<file path="src/shared/bam_pkg.sv">
// package: constants, types and state record of the battery arming mode controller
package bam_pkg;

  // ----------------------------------------------------------------
  // timing
  // ----------------------------------------------------------------
  localparam longint CLK_HZ           = 125_000_000;
  localparam int     T_ARM_HOLD_MS    = 2000;    // 2 seconds
  localparam int     T_DISARM_HOLD_MS = 3000;    // 3 seconds
  localparam int     T_BATT_HOLD_MS   = 3000;    // three seconds
  localparam int     T_ARMED_MS       = 600_000; // ten minutes
  localparam int     T_OFF_SHOW_MS    = 1000;
  localparam longint CC_FREQ_CHZ      = 925;     // 9.25 Hz in hundredths
  localparam int     MS_CYCLES        = int'(CLK_HZ / 1000);
  localparam int     CC_HALF_CYCLES   = int'((CLK_HZ * 100) / (CC_FREQ_CHZ * 2));

  localparam int MS_W   = 17;
  localparam int HOLD_W = 20;
  localparam int CC_W   = 23;

  // ----------------------------------------------------------------
  // register map (byte addresses)
  // ----------------------------------------------------------------
  localparam int         ADDR_W      = 4;
  localparam logic [3:0] ADDR_CTRL   = 4'h0;
  localparam logic [3:0] ADDR_STATUS = 4'h4;
  localparam logic [3:0] ADDR_REMAIN = 4'h8;
  localparam int         CTRL_BIT_TEST  = 0;
  localparam int         CTRL_ERR_CLEAR = 1;

  // ----------------------------------------------------------------
  // types
  // ----------------------------------------------------------------
  typedef enum logic [3:0] {
    MODE_EXT    = 4'b0001,
    MODE_BATT   = 4'b0010,
    MODE_OFFMSG = 4'b0100,
    MODE_DOWN   = 4'b1000
  } bam_mode_e;

  typedef struct packed {
    logic lever_ccw;     // lever held toward standby
    logic lever_cw;      // lever held toward normal
    logic soc_high;      // state-of-charge status, high = depleted
    logic module_sense;  // termination resistance seen on count clock line
    logic fuse_ok;       // fuse test tap present
    logic ac_ok;
    logic dc_ok;
    logic supply18_low;  // locally derived 18 V below threshold
    logic link_fail;     // remote altitude source failed
  } bam_pins_s;

  typedef struct packed {
    logic armed;
    logic battery;
    logic batt_err;
    logic standby;
    logic off_msg;
    logic remote_altitude_mode;
    logic count_clk;
    logic batt_power_en;
    logic discharge_inhibit;
  } bam_ind_s;

  typedef struct packed {
    bam_pins_s             sync1;
    bam_pins_s             sync2;
    bam_pins_s             prev;
    logic [MS_W-1:0]       ms_cnt;
    logic                  ms_tick;
    logic [HOLD_W-1:0]     hold_internal_sensor_mode;
    logic [HOLD_W-1:0]     hold_remote_altitude_mode;
    logic                  internal_sensor_mode_done;
    logic                  arm_ready;
    logic                  remote_altitude_mode_done;
    logic [HOLD_W-1:0]     arm_left;
    logic [HOLD_W-1:0]     off_left;
    logic [CC_W-1:0]       cc_cnt;
    bam_mode_e             mode;
    bam_ind_s              ind;
    logic                  waitreq;
    logic [31:0]           rdata;
  } bam_state_s;

endpackage

</file>
<file path="src/design/bam_ctrl.sv">
// battery arming, mode lever and count clock controller with avalon-mm registers
`timescale 1ns/1ps
`default_nettype none

module bam_ctrl #(
  parameter int MS_CYC   = bam_pkg::MS_CYCLES,
  parameter int CC_HALF  = bam_pkg::CC_HALF_CYCLES,
  parameter int ARM_MS   = bam_pkg::T_ARM_HOLD_MS,
  parameter int DISARM_MS = bam_pkg::T_DISARM_HOLD_MS,
  parameter int BATT_MS  = bam_pkg::T_BATT_HOLD_MS,
  parameter int ARMED_MS = bam_pkg::T_ARMED_MS,
  parameter int OFF_MS   = bam_pkg::T_OFF_SHOW_MS
) (
  input  wire logic                      clk_sys,
  input  wire logic                      reset,
  input  wire logic [bam_pkg::ADDR_W-1:0] avs_address,
  input  wire logic                      avs_read,
  input  wire logic                      avs_write,
  input  wire logic [31:0]               avs_writedata,
  output var  logic [31:0]               avs_readdata,
  output var  logic                      avs_waitrequest,
  input  wire bam_pkg::bam_pins_s        pins,
  output var  bam_pkg::bam_ind_s         ind
);
  import bam_pkg::*;

  // ----------------------------------------------------------------
  // state
  // ----------------------------------------------------------------
  bam_state_s s_q;
  bam_state_s s_d;

  logic ext_pwr;
  logic mod_in;
  logic arm_evt;
  logic disarm_lever;
  logic batt_start;
  logic off_start;
  logic cc_run;
  logic acc;
  logic wr_ctrl;

  // hold counter step, saturating at its target
  function automatic logic [HOLD_W-1:0] hold_step(input logic held,
                                                  input logic tick,
                                                  input logic [HOLD_W-1:0] cnt,
                                                  input logic [HOLD_W-1:0] lim);
    if (!held)
      return '0;
    if (tick && cnt != lim)
      return cnt + 1'b1;
    return cnt;
  endfunction

  assign ext_pwr = s_q.sync2.ac_ok | s_q.sync2.dc_ok;
  assign mod_in  = s_q.sync2.module_sense;
  assign acc     = (avs_read | avs_write) & s_q.waitreq;
  assign wr_ctrl = avs_write & !s_q.waitreq & (avs_address == ADDR_CTRL);

  // ----------------------------------------------------------------
  // lever events
  // ----------------------------------------------------------------
  // arming fires on release, so a hold shorter than the limit never arms
  assign arm_evt = s_q.prev.lever_ccw & !s_q.sync2.lever_ccw & s_q.arm_ready
                   & ext_pwr & mod_in & !s_q.ind.armed;
  assign disarm_lever = s_q.remote_altitude_mode_done == 1'b0
                        && s_q.hold_remote_altitude_mode == HOLD_W'(DISARM_MS)
                        && s_q.mode == MODE_EXT && s_q.ind.armed;
  assign batt_start = !s_q.internal_sensor_mode_done && s_q.hold_internal_sensor_mode == HOLD_W'(BATT_MS)
                      && !ext_pwr && mod_in && s_q.mode == MODE_EXT;
  assign off_start = !s_q.remote_altitude_mode_done && s_q.hold_remote_altitude_mode == HOLD_W'(DISARM_MS)
                     && !ext_pwr && s_q.mode == MODE_BATT;
  assign cc_run = s_q.sync2.supply18_low && s_q.mode == MODE_BATT;

  // ----------------------------------------------------------------
  // next state
  // ----------------------------------------------------------------
  always_comb begin
    s_d = s_q;
    s_d.sync1 = pins;
    s_d.sync2 = s_q.sync1;
    s_d.prev  = s_q.sync2;

    // millisecond enable
    s_d.ms_tick = 1'b0;
    if (s_q.ms_cnt == MS_W'(MS_CYC - 1)) begin
      s_d.ms_cnt  = '0;
      s_d.ms_tick = 1'b1;
    end else begin
      s_d.ms_cnt = s_q.ms_cnt + 1'b1;
    end

    // hold timers
    s_d.hold_internal_sensor_mode = hold_step(s_q.sync2.lever_ccw, s_q.ms_tick, s_q.hold_internal_sensor_mode,
                              HOLD_W'(BATT_MS));
    s_d.hold_remote_altitude_mode = hold_step(s_q.sync2.lever_cw, s_q.ms_tick, s_q.hold_remote_altitude_mode,
                              HOLD_W'(DISARM_MS));
    if (!s_q.sync2.lever_ccw)
      s_d.internal_sensor_mode_done = 1'b0;
    else if (batt_start)
      s_d.internal_sensor_mode_done = 1'b1;
    if (!s_q.sync2.lever_cw)
      s_d.remote_altitude_mode_done = 1'b0;
    else if (s_q.hold_remote_altitude_mode == HOLD_W'(DISARM_MS))
      s_d.remote_altitude_mode_done = 1'b1;
    if (!s_q.sync2.lever_ccw && !s_q.prev.lever_ccw)
      s_d.arm_ready = 1'b0;
    else if (s_q.hold_internal_sensor_mode >= HOLD_W'(ARM_MS))
      s_d.arm_ready = 1'b1;

    // mode selection, also during the armed period
    if (s_q.sync2.lever_cw && !s_q.prev.lever_cw && s_q.mode == MODE_EXT)
      s_d.ind.remote_altitude_mode = 1'b1;
    if (s_q.sync2.lever_ccw && !s_q.prev.lever_ccw)
      s_d.ind.remote_altitude_mode = 1'b0;
    if (s_q.sync2.link_fail)
      s_d.ind.remote_altitude_mode = 1'b0;

    // arming and the armed period
    if (arm_evt) begin
      s_d.ind.armed = 1'b1;
      s_d.arm_left  = HOLD_W'(ARMED_MS);
    end else if (s_q.ind.armed) begin
      if (disarm_lever || !mod_in)
        s_d.ind.armed = 1'b0;
      else if (s_q.ms_tick) begin
        s_d.arm_left = s_q.arm_left - 1'b1;
        if (s_q.arm_left == HOLD_W'(1))
          s_d.ind.armed = 1'b0;
      end
    end

    // power mode machine
    case (s_q.mode)
      MODE_EXT: begin
        // dc loss alone leaves the mode untouched while ac holds
        if ((!ext_pwr && s_q.ind.armed && mod_in) || batt_start) begin
          s_d.mode = MODE_BATT;
          s_d.ind.remote_altitude_mode = 1'b0;
        end
      end
      MODE_BATT: begin
        if (ext_pwr)
          s_d.mode = MODE_EXT;
        else if (off_start) begin
          s_d.mode     = MODE_OFFMSG;
          s_d.off_left = HOLD_W'(OFF_MS);
        end
      end
      MODE_OFFMSG: begin
        if (s_q.ms_tick) begin
          s_d.off_left = s_q.off_left - 1'b1;
          if (s_q.off_left == HOLD_W'(1))
            s_d.mode = MODE_DOWN;
        end
      end
      MODE_DOWN: begin
        if (ext_pwr)
          s_d.mode = MODE_EXT;
      end
      default: s_d.mode = MODE_EXT;
    endcase

    // indications
    s_d.ind.battery       = (s_d.mode == MODE_BATT);
    s_d.ind.off_msg       = (s_d.mode == MODE_OFFMSG);
    s_d.ind.batt_power_en = (s_d.mode == MODE_BATT) || (s_d.mode == MODE_OFFMSG);
    s_d.ind.discharge_inhibit = ext_pwr;
    s_d.ind.standby = !s_d.ind.remote_altitude_mode;

    // battery error: software clear loses to any setting cause
    if (wr_ctrl && avs_writedata[CTRL_ERR_CLEAR])
      s_d.ind.batt_err = 1'b0;
    if (mod_in) begin
      if (s_q.sync2.soc_high)
        s_d.ind.batt_err = 1'b1;
      if (arm_evt && (!s_q.sync2.fuse_ok || s_q.sync2.soc_high))
        s_d.ind.batt_err = 1'b1;
      if (wr_ctrl && avs_writedata[CTRL_BIT_TEST] && !s_q.sync2.fuse_ok)
        s_d.ind.batt_err = 1'b1;
    end else begin
      s_d.ind.batt_err = 1'b0;
    end

    // count clock: a high half, then low half while running
    if (arm_evt) begin
      s_d.ind.count_clk = 1'b1;
      s_d.cc_cnt        = '0;
    end else if (s_q.cc_cnt == CC_W'(CC_HALF - 1)) begin
      s_d.cc_cnt = '0;
      if (s_q.ind.count_clk)
        s_d.ind.count_clk = 1'b0;
      else if (cc_run)
        s_d.ind.count_clk = 1'b1;
    end else if (s_q.ind.count_clk || cc_run) begin
      s_d.cc_cnt = s_q.cc_cnt + 1'b1;
    end else begin
      s_d.cc_cnt = '0;
    end

    // avalon slave: one wait cycle, then the answer
    s_d.waitreq = !acc;
    if (acc) begin
      case (avs_address)
        ADDR_CTRL:   s_d.rdata = '0;
        ADDR_STATUS: s_d.rdata = {19'h0, s_q.mode, s_q.ind};
        ADDR_REMAIN: s_d.rdata = {12'h0, s_q.arm_left};
        default:     s_d.rdata = '0;
      endcase
    end

    if (reset) begin
      s_d = '0;
      s_d.mode    = MODE_EXT;
      s_d.waitreq = 1'b1;
      s_d.ind.standby = 1'b1;
    end
  end

  always_ff @(posedge clk_sys) begin
    s_q <= s_d;
  end

  assign avs_readdata    = s_q.rdata;
  assign avs_waitrequest = s_q.waitreq;
  assign ind             = s_q.ind;
endmodule

`default_nettype wire

</file>
<file path="config.mk">
export PLATFORM = sky130hd
export DESIGN_NAME = bam_ctrl
export DESIGN_NICKNAME = d
export VERILOG_FILES = /design/src/shared/bam_pkg.sv /design/src/design/bam_ctrl.sv
export SDC_FILE = /design/constraint.sdc
export NUM_CORES = 1
export LEC_CHECK = 0
export BUFFER_PORTS_ARGS = -buffer_cell sky130_fd_sc_hd__buf_4
export CORE_UTILIZATION = 53
export CTS_CLUSTER_SIZE = 8
export DETAILED_ROUTE_END_ITERATION = 10
export PLACE_DENSITY = 0.87
export REMOVE_ABC_BUFFERS = 1
export SETUP_SLACK_MARGIN = 0.3
export SLEW_MARGIN = 20
export SYNTH_ARGS = -nofsm -noshare
export SYNTH_HDL_FRONTEND = slang
export SYNTH_SLANG_ARGS = --single-unit
export TNS_END_PERCENT = 100
</file>
<file path="constraint.sdc">
create_clock -name clk_sys -period 2.28 [get_ports clk_sys]
set_input_delay 0 -clock clk_sys [delete_from_list [all_inputs] [get_ports clk_sys]]
set_output_delay 0 -clock clk_sys [all_outputs]
set_load 0.005 [all_outputs]
</file>
* Word level (Yosys, flattened, before mapping)
Cells that the tools add are included.
** Operators by class
- Add/sub/neg operators :: 6
- Order comparisons :: 1
- Equal/unequal tests :: 22
- Multiplexer cells :: 47
- Bitwise operators :: 16
- Reductions and logical operators :: 56
** Operators by type and width (count)
- $mux 20 :: 15
- $pmux 20 s2 :: 2
- $add 20x1->20 const B :: 2
- $eq 20x1->1 const B :: 2
- $eq 20x12->1 const B :: 2
- $ne 20x12->1 const B :: 2
- $sub 20x1->20 const B :: 2
- $mux 4 :: 6
- $add 23x1->23 const B :: 1
- $eq 23x23->1 const B :: 1
- $logic_and 1x1->1 :: 23
- $mux 1 :: 23
- $ge 20x11->1 const B :: 1
- $add 17x1->17 const B :: 1
- $eq 17x17->1 const B :: 1
- $pmux 4 s4 :: 1
- $eq 4x3->1 const B :: 3
- $logic_not 1->1 :: 12
- $reduce_or 2->1 :: 6
- $and 1x1->1 :: 8
- $eq 4x2->1 const B :: 2
- $eq 4x4->1 const B :: 2
- $ne 2x2->1 const B :: 4
- $reduce_bool 2->1 :: 4
- other kinds (10) :: 22
** Word-level totals
- Register bits after elaboration :: 190
- Output and inout port bits :: 42
- Word-level logic and storage cells :: 191

* Logic depth before layout (Yosys ltp)
Gate-level depths: netlist of run 1.
- Word-level depth :: 10
- Mapped depth :: 9
- Mapped depth without buffers :: 8

* Worst setup path after synthesis of run 1
No wires, ideal clock.
- Kind :: flip-flop to flip-flop
- Start :: reg s_q[79] (netlist bit)
- End :: reg s_q[45] (netlist bit)
- Data arrival time :: 2.464 ns
- Required time :: 2.220 ns
- Path slack :: -0.243 ns
- Stages on the path, launching flop included :: 7
- Clock period less this slack :: 2.523 ns
- Path through :: dfxtp_1 or4_4 or4_4 or3_4 or4_4 o21ai_2 and3b_1
** Between the ends
- Cells in the longest elaborated chain, start to end :: 4
** Ends and longest elaborated chain
- start: declaration :: RTL line bam_ctrl.sv:30 : bam_state_s s_q;
- start signal: assignment :: RTL line bam_ctrl.sv:221 : s_q <= s_d;
- $eq 20x1->1 :: RTL line bam_ctrl.sv:153 : if (s_q.off_left == HOLD_W'(1))
- $mux 4 :: RTL line bam_ctrl.sv:153
- $mux 4 :: RTL line bam_ctrl.sv:151 : if (s_q.ms_tick) begin
- $pmux 4 s4 :: RTL line bam_ctrl.sv:134 : case (s_q.mode)
No other way between the ends.
A chain may end at the register's enable or synchronous reset.

* Worst setup path in the final report of run 1
Ends and elaborated chain as after synthesis.

==> flow_summary_export.csv, run 1 <==
group,metric,value,unit
finish,antenna_cells,0,
die,die_area,15500,sq um
sta,final_max_slew_viol_count,0,
place,io_buffers,48,
status,violations,"setup timing",
yosys,async_reset_ff_share,0,%
route,via_per_inst,5.92,
global_routing,grtUsageMet3,6.01,%
die,row_count,44,
critical_path,cp_slowest_cell,"or4_4",
yosys,synth-seq-cells,178,
die,fp.dieH,125,um
critical_path,critPathMaxFanout,2,
yosys,synth_flop_cell,"dfxtp_1",
die,initial_core_util,54.6,%
route,drtPass1Iterations,5,
place,place_area,8480,sq um
die,core,14600,sq um
clock_network,cts_max_path_buffers,2,
finish,nFillCells,1031,
global_routing,grt_use_met1,30.1,%
critical_path,critPathTopFamily,"simple AND/OR/NAND/NOR gates",
global_routing,grt_pass1_vias,6743,
clock_network,cts.clk_slew.worst_paths,0.07,ns
pwr,peakVddDrop,0.000767,V
yosys,ys_types,50,
yosys,syn_area,7960,sq um
place,post-place-cells,1133,
route,vias,7101,
yosys,syn-instance-count,925,
sta,setup_viol,13,
critical_path,cp_cell_sequence,"or4_4, or4_4, or3_4, or4_4, o21ai_4, and3b_1",
finish,area_delta_synth_final,23.6,%
critical_path,worstSetupPathType,"flop to flop",
sta,period_share,112,%
sta,relSlewSlack,41.9,%
sta,final.setup.tns,-1.67,ns
route,ant_nets,0,
global_routing,grt_busiest_layer,"met2",
finish,finalNonFillerCells,1199,
yosys,yosysSeqAreaShare,44.8,%
finish,fin_nets,1062,
route,wl_per_cell,17.2,um
sta,min_period,2.56,ns
clock_network,cts_buffers,17,
pwr,p_leak,0.00368,uW
global_routing,grt-ovfl-total,0,
critical_path,start_kind,"flop",
finish,drive_above_1_share,23.4,%
worst_hold_path,hold_class,"input pin to flop",
route,first_iter_violations,626,
yosys,synth-edff-count,0,
pwr,power.total,6280,uW
global_routing,grt_pass1_wl,32000,um
critical_path,worstPathArrival,2.94,ns
route,drc,0,
global_routing,grtUsageMet2,43.0,%
global_routing,grt.total_usage,25.3,%
sta,finalHoldViolCount,0,
yosys,syn_area_per_cell,8.60,sq um
critical_path,worst-path-buf-inv,0,
global_routing,grt_max_degree,43,
sta,grt_setup_unrepaired,"true",
clock_network,cts_root_buffer,"clkbuf_16",
finish,fin_util,67.5,%
die,ios,91,
yosys,yosys_warnings,0,
status,status,"finished, violations left",
global_routing,antenna_found_initial,0,
job,cap_violations,0,
place,place_hpwl,12100,um
sta,worst_pin_slew,0.871,ns
critical_path,cpMostUsedCell,"or4_4",
route,drt-total-wl,20600,um
critical_path,cp_slowest_stage_delay,0.53,ns
sta,worst_clock_skew,0.0142,ns
place,gp_congestion,0.851,
die,die_x,125,um
clock_network,cts_sinks,178,
critical_path,setup.worst_path.end_class,"flop",
finish,stdcell_area,9840,sq um
sta,finalWorstSetupSlack,-0.284,ns
clock_network,cts_tree,"done",
sta,fmax,0.390,GHz
pwr,p_per_area,638,nW/um^2
critical_path,cp.required,2.65,ns
clock_network,ctsHtreeMaxLevel,4,
clock_network,worstSkewPairLatency,0.44,ns
==> power by group <==
part           switching, uW  internal (uW)  total (uW)
registers               27.4           3150        3180
logic                    140            116         256
clock network           1290           1550        2850
total                   1460           4820        6280
==> cell usage after synthesis (4+ instances only) <==
master / number / area [sq um]
dfxtp_1: 178 / 3560
nor2_1: 134 / 503
xor2_1: 63 / 552
nand3_1: 52 / 260
nand2_1: 51 / 191
a21oi_1: 46 / 230
buf_4: 41 / 308
nor3_1: 39 / 195
clkbuf_1: 34 / 128
inv_1: 25 / 93.8
xnor2_1: 25 / 219
nand4_1: 23 / 144
and3_1: 22 / 138
nor2b_1: 22 / 138
o21ai_0: 18 / 90.1
or3_1: 18 / 113
a221oi_1: 13 / 114
nor4_1: 12 / 75.1
ha_1: 10 / 125
nand2b_1: 9 / 56.3
nor4b_1: 9 / 78.8
a211oi_1: 6 / 45.0
nand4b_1: 6 / 52.6
or4_1: 6 / 45.0
a311oi_1: 5 / 43.8
buf_1: 5 / 18.8
or3_2: 5 / 37.5
a31oi_1: 4 / 25.0
and4_1: 4 / 35.0
o31ai_1: 4 / 30.0
==> layout by cell type, fill, tap and decap left out, types with 4 or more instances in the layout <==
cell	synthesis	layout
nand2b_1	9	8
dfxtp_2	0	10
xor2_1	63	63
nand3_1	52	49
nand4b_1	6	6
dfxtp_1	178	168
a21oi_1	46	33
dlygate4sd3_1	0	12
or4_4	3	8
nor4_4	0	4
nor2_1	134	129
nand2_1	51	48
inv_1	25	23
buf_6	0	15
xnor2_1	25	24
a311oi_1	5	4
o21ai_1	0	4
inv_6	0	5
a31oi_1	4	4
nand4_1	23	23
conb_1	1	12
buf_4	41	99
nor3_1	39	36
nor2b_1	22	22
ha_1	10	9
and3_1	22	20
a221oi_1	13	13
a21oi_2	0	13
clkbuf_16	0	17
o21ai_0	18	11
or3_4	1	8
a211oi_1	6	4
or3_1	18	14
or4_1	6	4
nor4b_2	0	4
nor4_1	12	8
==> kinds of logic after synthesis <==
group	share of synthesized area, %
AND/OR/NAND/NOR	28.4
flip-flops	44.8
AO/OA/AOI/OAI	8.43
buffers and inverters	6.89
XOR/XNOR	9.68
adder cells (fa/ha/maj)	1.57
multiplexers	0.252
other	0.0471
==> per-stage QoR <==
step,worst slack [ns],hold slack [ns]
floorplan,-0.243,0.0691
global placement,-0.174,0.210
detailed placement,-0.219,0.218
CTS,-0.226,0.00772
global route,-0.351,0.0434
finish,-0.284,0.0148
==> sequential cells by signal, summed over array words and instances (netlist names) <==
signal	cells
mod_in	1
s_q	147
avs_waitrequest	1
ind	9
avs_readdata	20
==> area by class of cell <==
type / instances / area [sq um] / area share (%)
well taps: 184 / 230 / 2.34
inverters: 25 / 93.8 / 0.954
repair buffers: 128 / 1070 / 10.9
multi-input cells: 653 / 4300 / 43.7
clock inverters: 12 / 123 / 1.25
clock buffers: 19 / 443 / 4.50
flip-flops and latches: 178 / 3580 / 36.3
==> worst paths after layout <==
kind | from | end | slack (ns) | depth (start not counted)
setup / recovery | s_q[79] | s_q[45] | -0.28 | 6
hold reg to reg | s_q[188] | s_q[179] | 0.43 | 1
hold / removal | avs_writedata[1] | ind[6] | 0.01 | 4
setup reg to reg | s_q[79] | s_q[45] | -0.28 | 6
==> tightest hold or removal path, stage by stage <==
cell	delay (ns)
buf_4	0.11
nand2_1	0.06
a211oi_1	0.07
nor3b_1	0.15
==> metal layers <==
metal / share of wire, % / vias to the layer above
met5: 0 / -
met4: 3.4 / 0
met3: 6.1 / 70
met2: 50 / 302
met1: 41 / 3410
li1: - / 3319
==> what timing repair did <==
| item | 4_1_cts | 5_1_grt |
|---|---|---|
| hold buffers | 12 | 0 |
| gates cloned | 1 | 0 |
| endpoints found under the setup margin | 52 | 82 |
| setup buffers | 17 | 5 |
| pin swaps | 28 | 23 |
| gates resized for setup | 77 | 45 |
| endpoints found under the hold margin | 14 | 0 |
Power figures use the tool's default switching activity.
==> inputs of run 2 (changes only) <==
Settings changed: CORE_UTILIZATION 53 to 43, PLACE_DENSITY 0.87 to 0.75.
==> run 2 against run 1 <==
  * The flow still finishes with violations (setup timing)
  * Non-clock buffer count fell by 4
  * Utilization fell by 13 points
  * Clock skew fell by 0.0025 ns
  * Critical path type unchanged
  * Largest cell class unchanged
==> flow_summary_export.csv, run 2 (synthesis results as in run 1) <==
group,metric,value,unit
status,status,"finished, violations left",
status,violations,"setup timing",
die,fp.dieH,138,um
route,met1Wirelength,8310,um
worst_hold_path,hold_class,"input pin to flop",
critical_path,start_kind,"flop",
global_routing,grt_pass1_wl,28900,um
sta,grt_setup_unrepaired,"true",
critical_path,rrSetupSlack,-0.17,ns
finish,drive_above_1_share,21.8,%
sta,relSlewSlack,43.6,%
route,ant_nets,0,
route,top_layer,"met4",
finish,layout_commonest_cell,"dfxtp_1",
global_routing,antenna_found_initial,0,
place,place_area,8540,sq um
critical_path,r2r_cells,6,
pwr,power.total,6240,uW
die,die_area,19100,sq um
critical_path,worstSetupStartpoint,"s_q[79]",
clock_network,ctsHtreeMaxLevel,4,
sta,finalHoldViolCount,0,
clock_network,cts.clk_slew.worst_paths,0.07,ns
critical_path,critPathMaxFanout,2,
critical_path,cpMostUsedCell,"or4_4",
global_routing,grt-ovfl-total,0,
place,place_ws,-0.199,ns
route,via_per_inst,5.30,
critical_path,setup.worst_path.end_class,"flop",
critical_path,crit_path_end,"s_q[45]",
finish,largest_reg_flops,147,
sta,worst_clock_skew,0.0117,ns
critical_path,worst-path-buf-inv,0,
global_routing,grt_pass1_vias,6084,
finish,layout_common_cells,"174 x dfxtp_1, 130 x nor2_1, 96 x buf_4",
place,gp_congestion,0.864,
critical_path,crit_cells,6,
route,vias,6579,
finish,fin_nets,1058,
route,met2_wirelength,8290,um
finish,area_delta_synth_final,23.2,%
sta,period_share,107,%
die,row_count,49,
clock_network,cts_max_path_buffers,2,
die,initial_core_util,44.2,%
finish,fin_util,54.4,%
pwr,p_per_area,637,nW/um^2
critical_path,worstSetupPathType,"flop to flop",
finish,stdcell_area,9800,sq um
sta,min_period,2.45,ns
clock_network,cts_buffers,17,
place,io_buffers,48,
sta,final_max_slew_viol_count,0,
clock_network,cts_tree,"done",
critical_path,cp_slowest_cell,"or4_4",
sta,fmax,0.408,GHz
finish,regMostFlops,"s_q",
pwr,peakVddDrop,0.000528,V
critical_path,cp.required,2.66,ns
route,drt-total-wl,17500,um
die,ios,91,
route,wl_per_cell,14.1,um
finish,nFillCells,1591,
critical_path,r2r-start,"s_q[79]",
critical_path,cp_slowest_stage_delay,0.53,ns
route,wl_met3,635,um
place,place_hpwl,11400,um
route,first_iter_violations,322,
critical_path,cp_cell_sequence,"or4_4, or4_4, or3_4, or4_4, o21ai_2, and3b_1",
route,drc,0,
sta,setup_viol,5,
critical_path,worstPathArrival,2.83,ns
clock_network,cts_root_buffer,"clkbuf_16",
sta,worst_pin_slew,0.846,ns
route,drtPass1Iterations,5,
sta,finalWorstSetupSlack,-0.170,ns
sta,whs,0.0186,ns
global_routing,grt.total_usage,18.2,%
finish,antenna_cells,0,
die,core,18000,sq um
pwr,p_leak,0.00365,uW
clock_network,worstSkewPairLatency,0.43,ns
die,die_x,138,um
critical_path,critPathTopFamily,"simple AND/OR/NAND/NOR gates",
clock_network,cts_sinks,178,
critical_path,reg2reg_to,"s_q[45]",
job,cap_violations,0,
global_routing,grt_max_degree,40,
## run 2: changes by cell type in the layout (fill, tap and decap cells not counted), moves of 3 or more
cell | previous run | this run
buf_4 | 99 | 96
nor3_2 | 3 | 0
o21ai_0 | 11 | 14
buf_6 | 15 | 8
dfxtp_1 | 168 | 174
dfxtp_2 | 10 | 4
dlygate4sd3_1 | 12 | 16
## run 2: layout make-up
| class | instances | area [sq um] | share of cell area (%) |
|---|---|---|---|
| multi-input cells | 653 | 4260 | 43.5 |
| flip-flops and latches | 178 | 3570 | 36.4 |
| repair buffers | 124 | 1020 | 10.4 |
| clock buffers | 17 | 425 | 4.34 |
| well taps | 229 | 287 | 2.92 |
| clock inverters | 15 | 149 | 1.52 |
| inverters | 25 | 93.8 | 0.957 |
## run 2: repair_timing
item,CTS,global route
endpoints found under the setup margin,57,85
pin swaps,19,18
cloned,1,1
hold buffers,16,0
buffers inserted,4,8
hold endpoints to repair,13,0
gates resized for setup,50,46
## run 2: tightest hold or removal path: stages
cell,delay [ns]
buf_4,0.11
nand2_1,0.05
a211oi_1,0.08
nor3b_1,0.16
## run 2: layer usage
metal  vias to the layer above  track usage (%)
met5                         -                0
met4                         0             7.00
met3                        24             3.39
met2                       134             29.6
met1                      3096             24.0
li1                       3325                -
## run 2: where the power goes
part / switching [uW] / internal, uW
Clock: 1300 / 1530
Combinational: 125 / 114
Sequential: 27.0 / 3150
## run 2: worst min path at each step
stage	slack [ns]	depth (start not counted)	to	from
final	0.02	4	ind[6]	avs_writedata[1]
after global routing	0.08	5	avs_readdata[14]	avs_write
after CTS	0.007	4	ind[6]	avs_writedata[1]
after detailed placement	0.22	2	s_q[196]	pins[8]
after global placement	0.21	2	s_q[189]	pins[1]
after floorplan	0.07	1	avs_readdata[13]	reset
## run 2: through the flow
stage	setup TNS (ns)	instances
after floorplan	-1.46	856
after global placement	-0.631	1179
after detailed placement	-0.852	1179
after CTS	-0.606	1232
after global routing	-1.40	1241
final	-0.589	1241
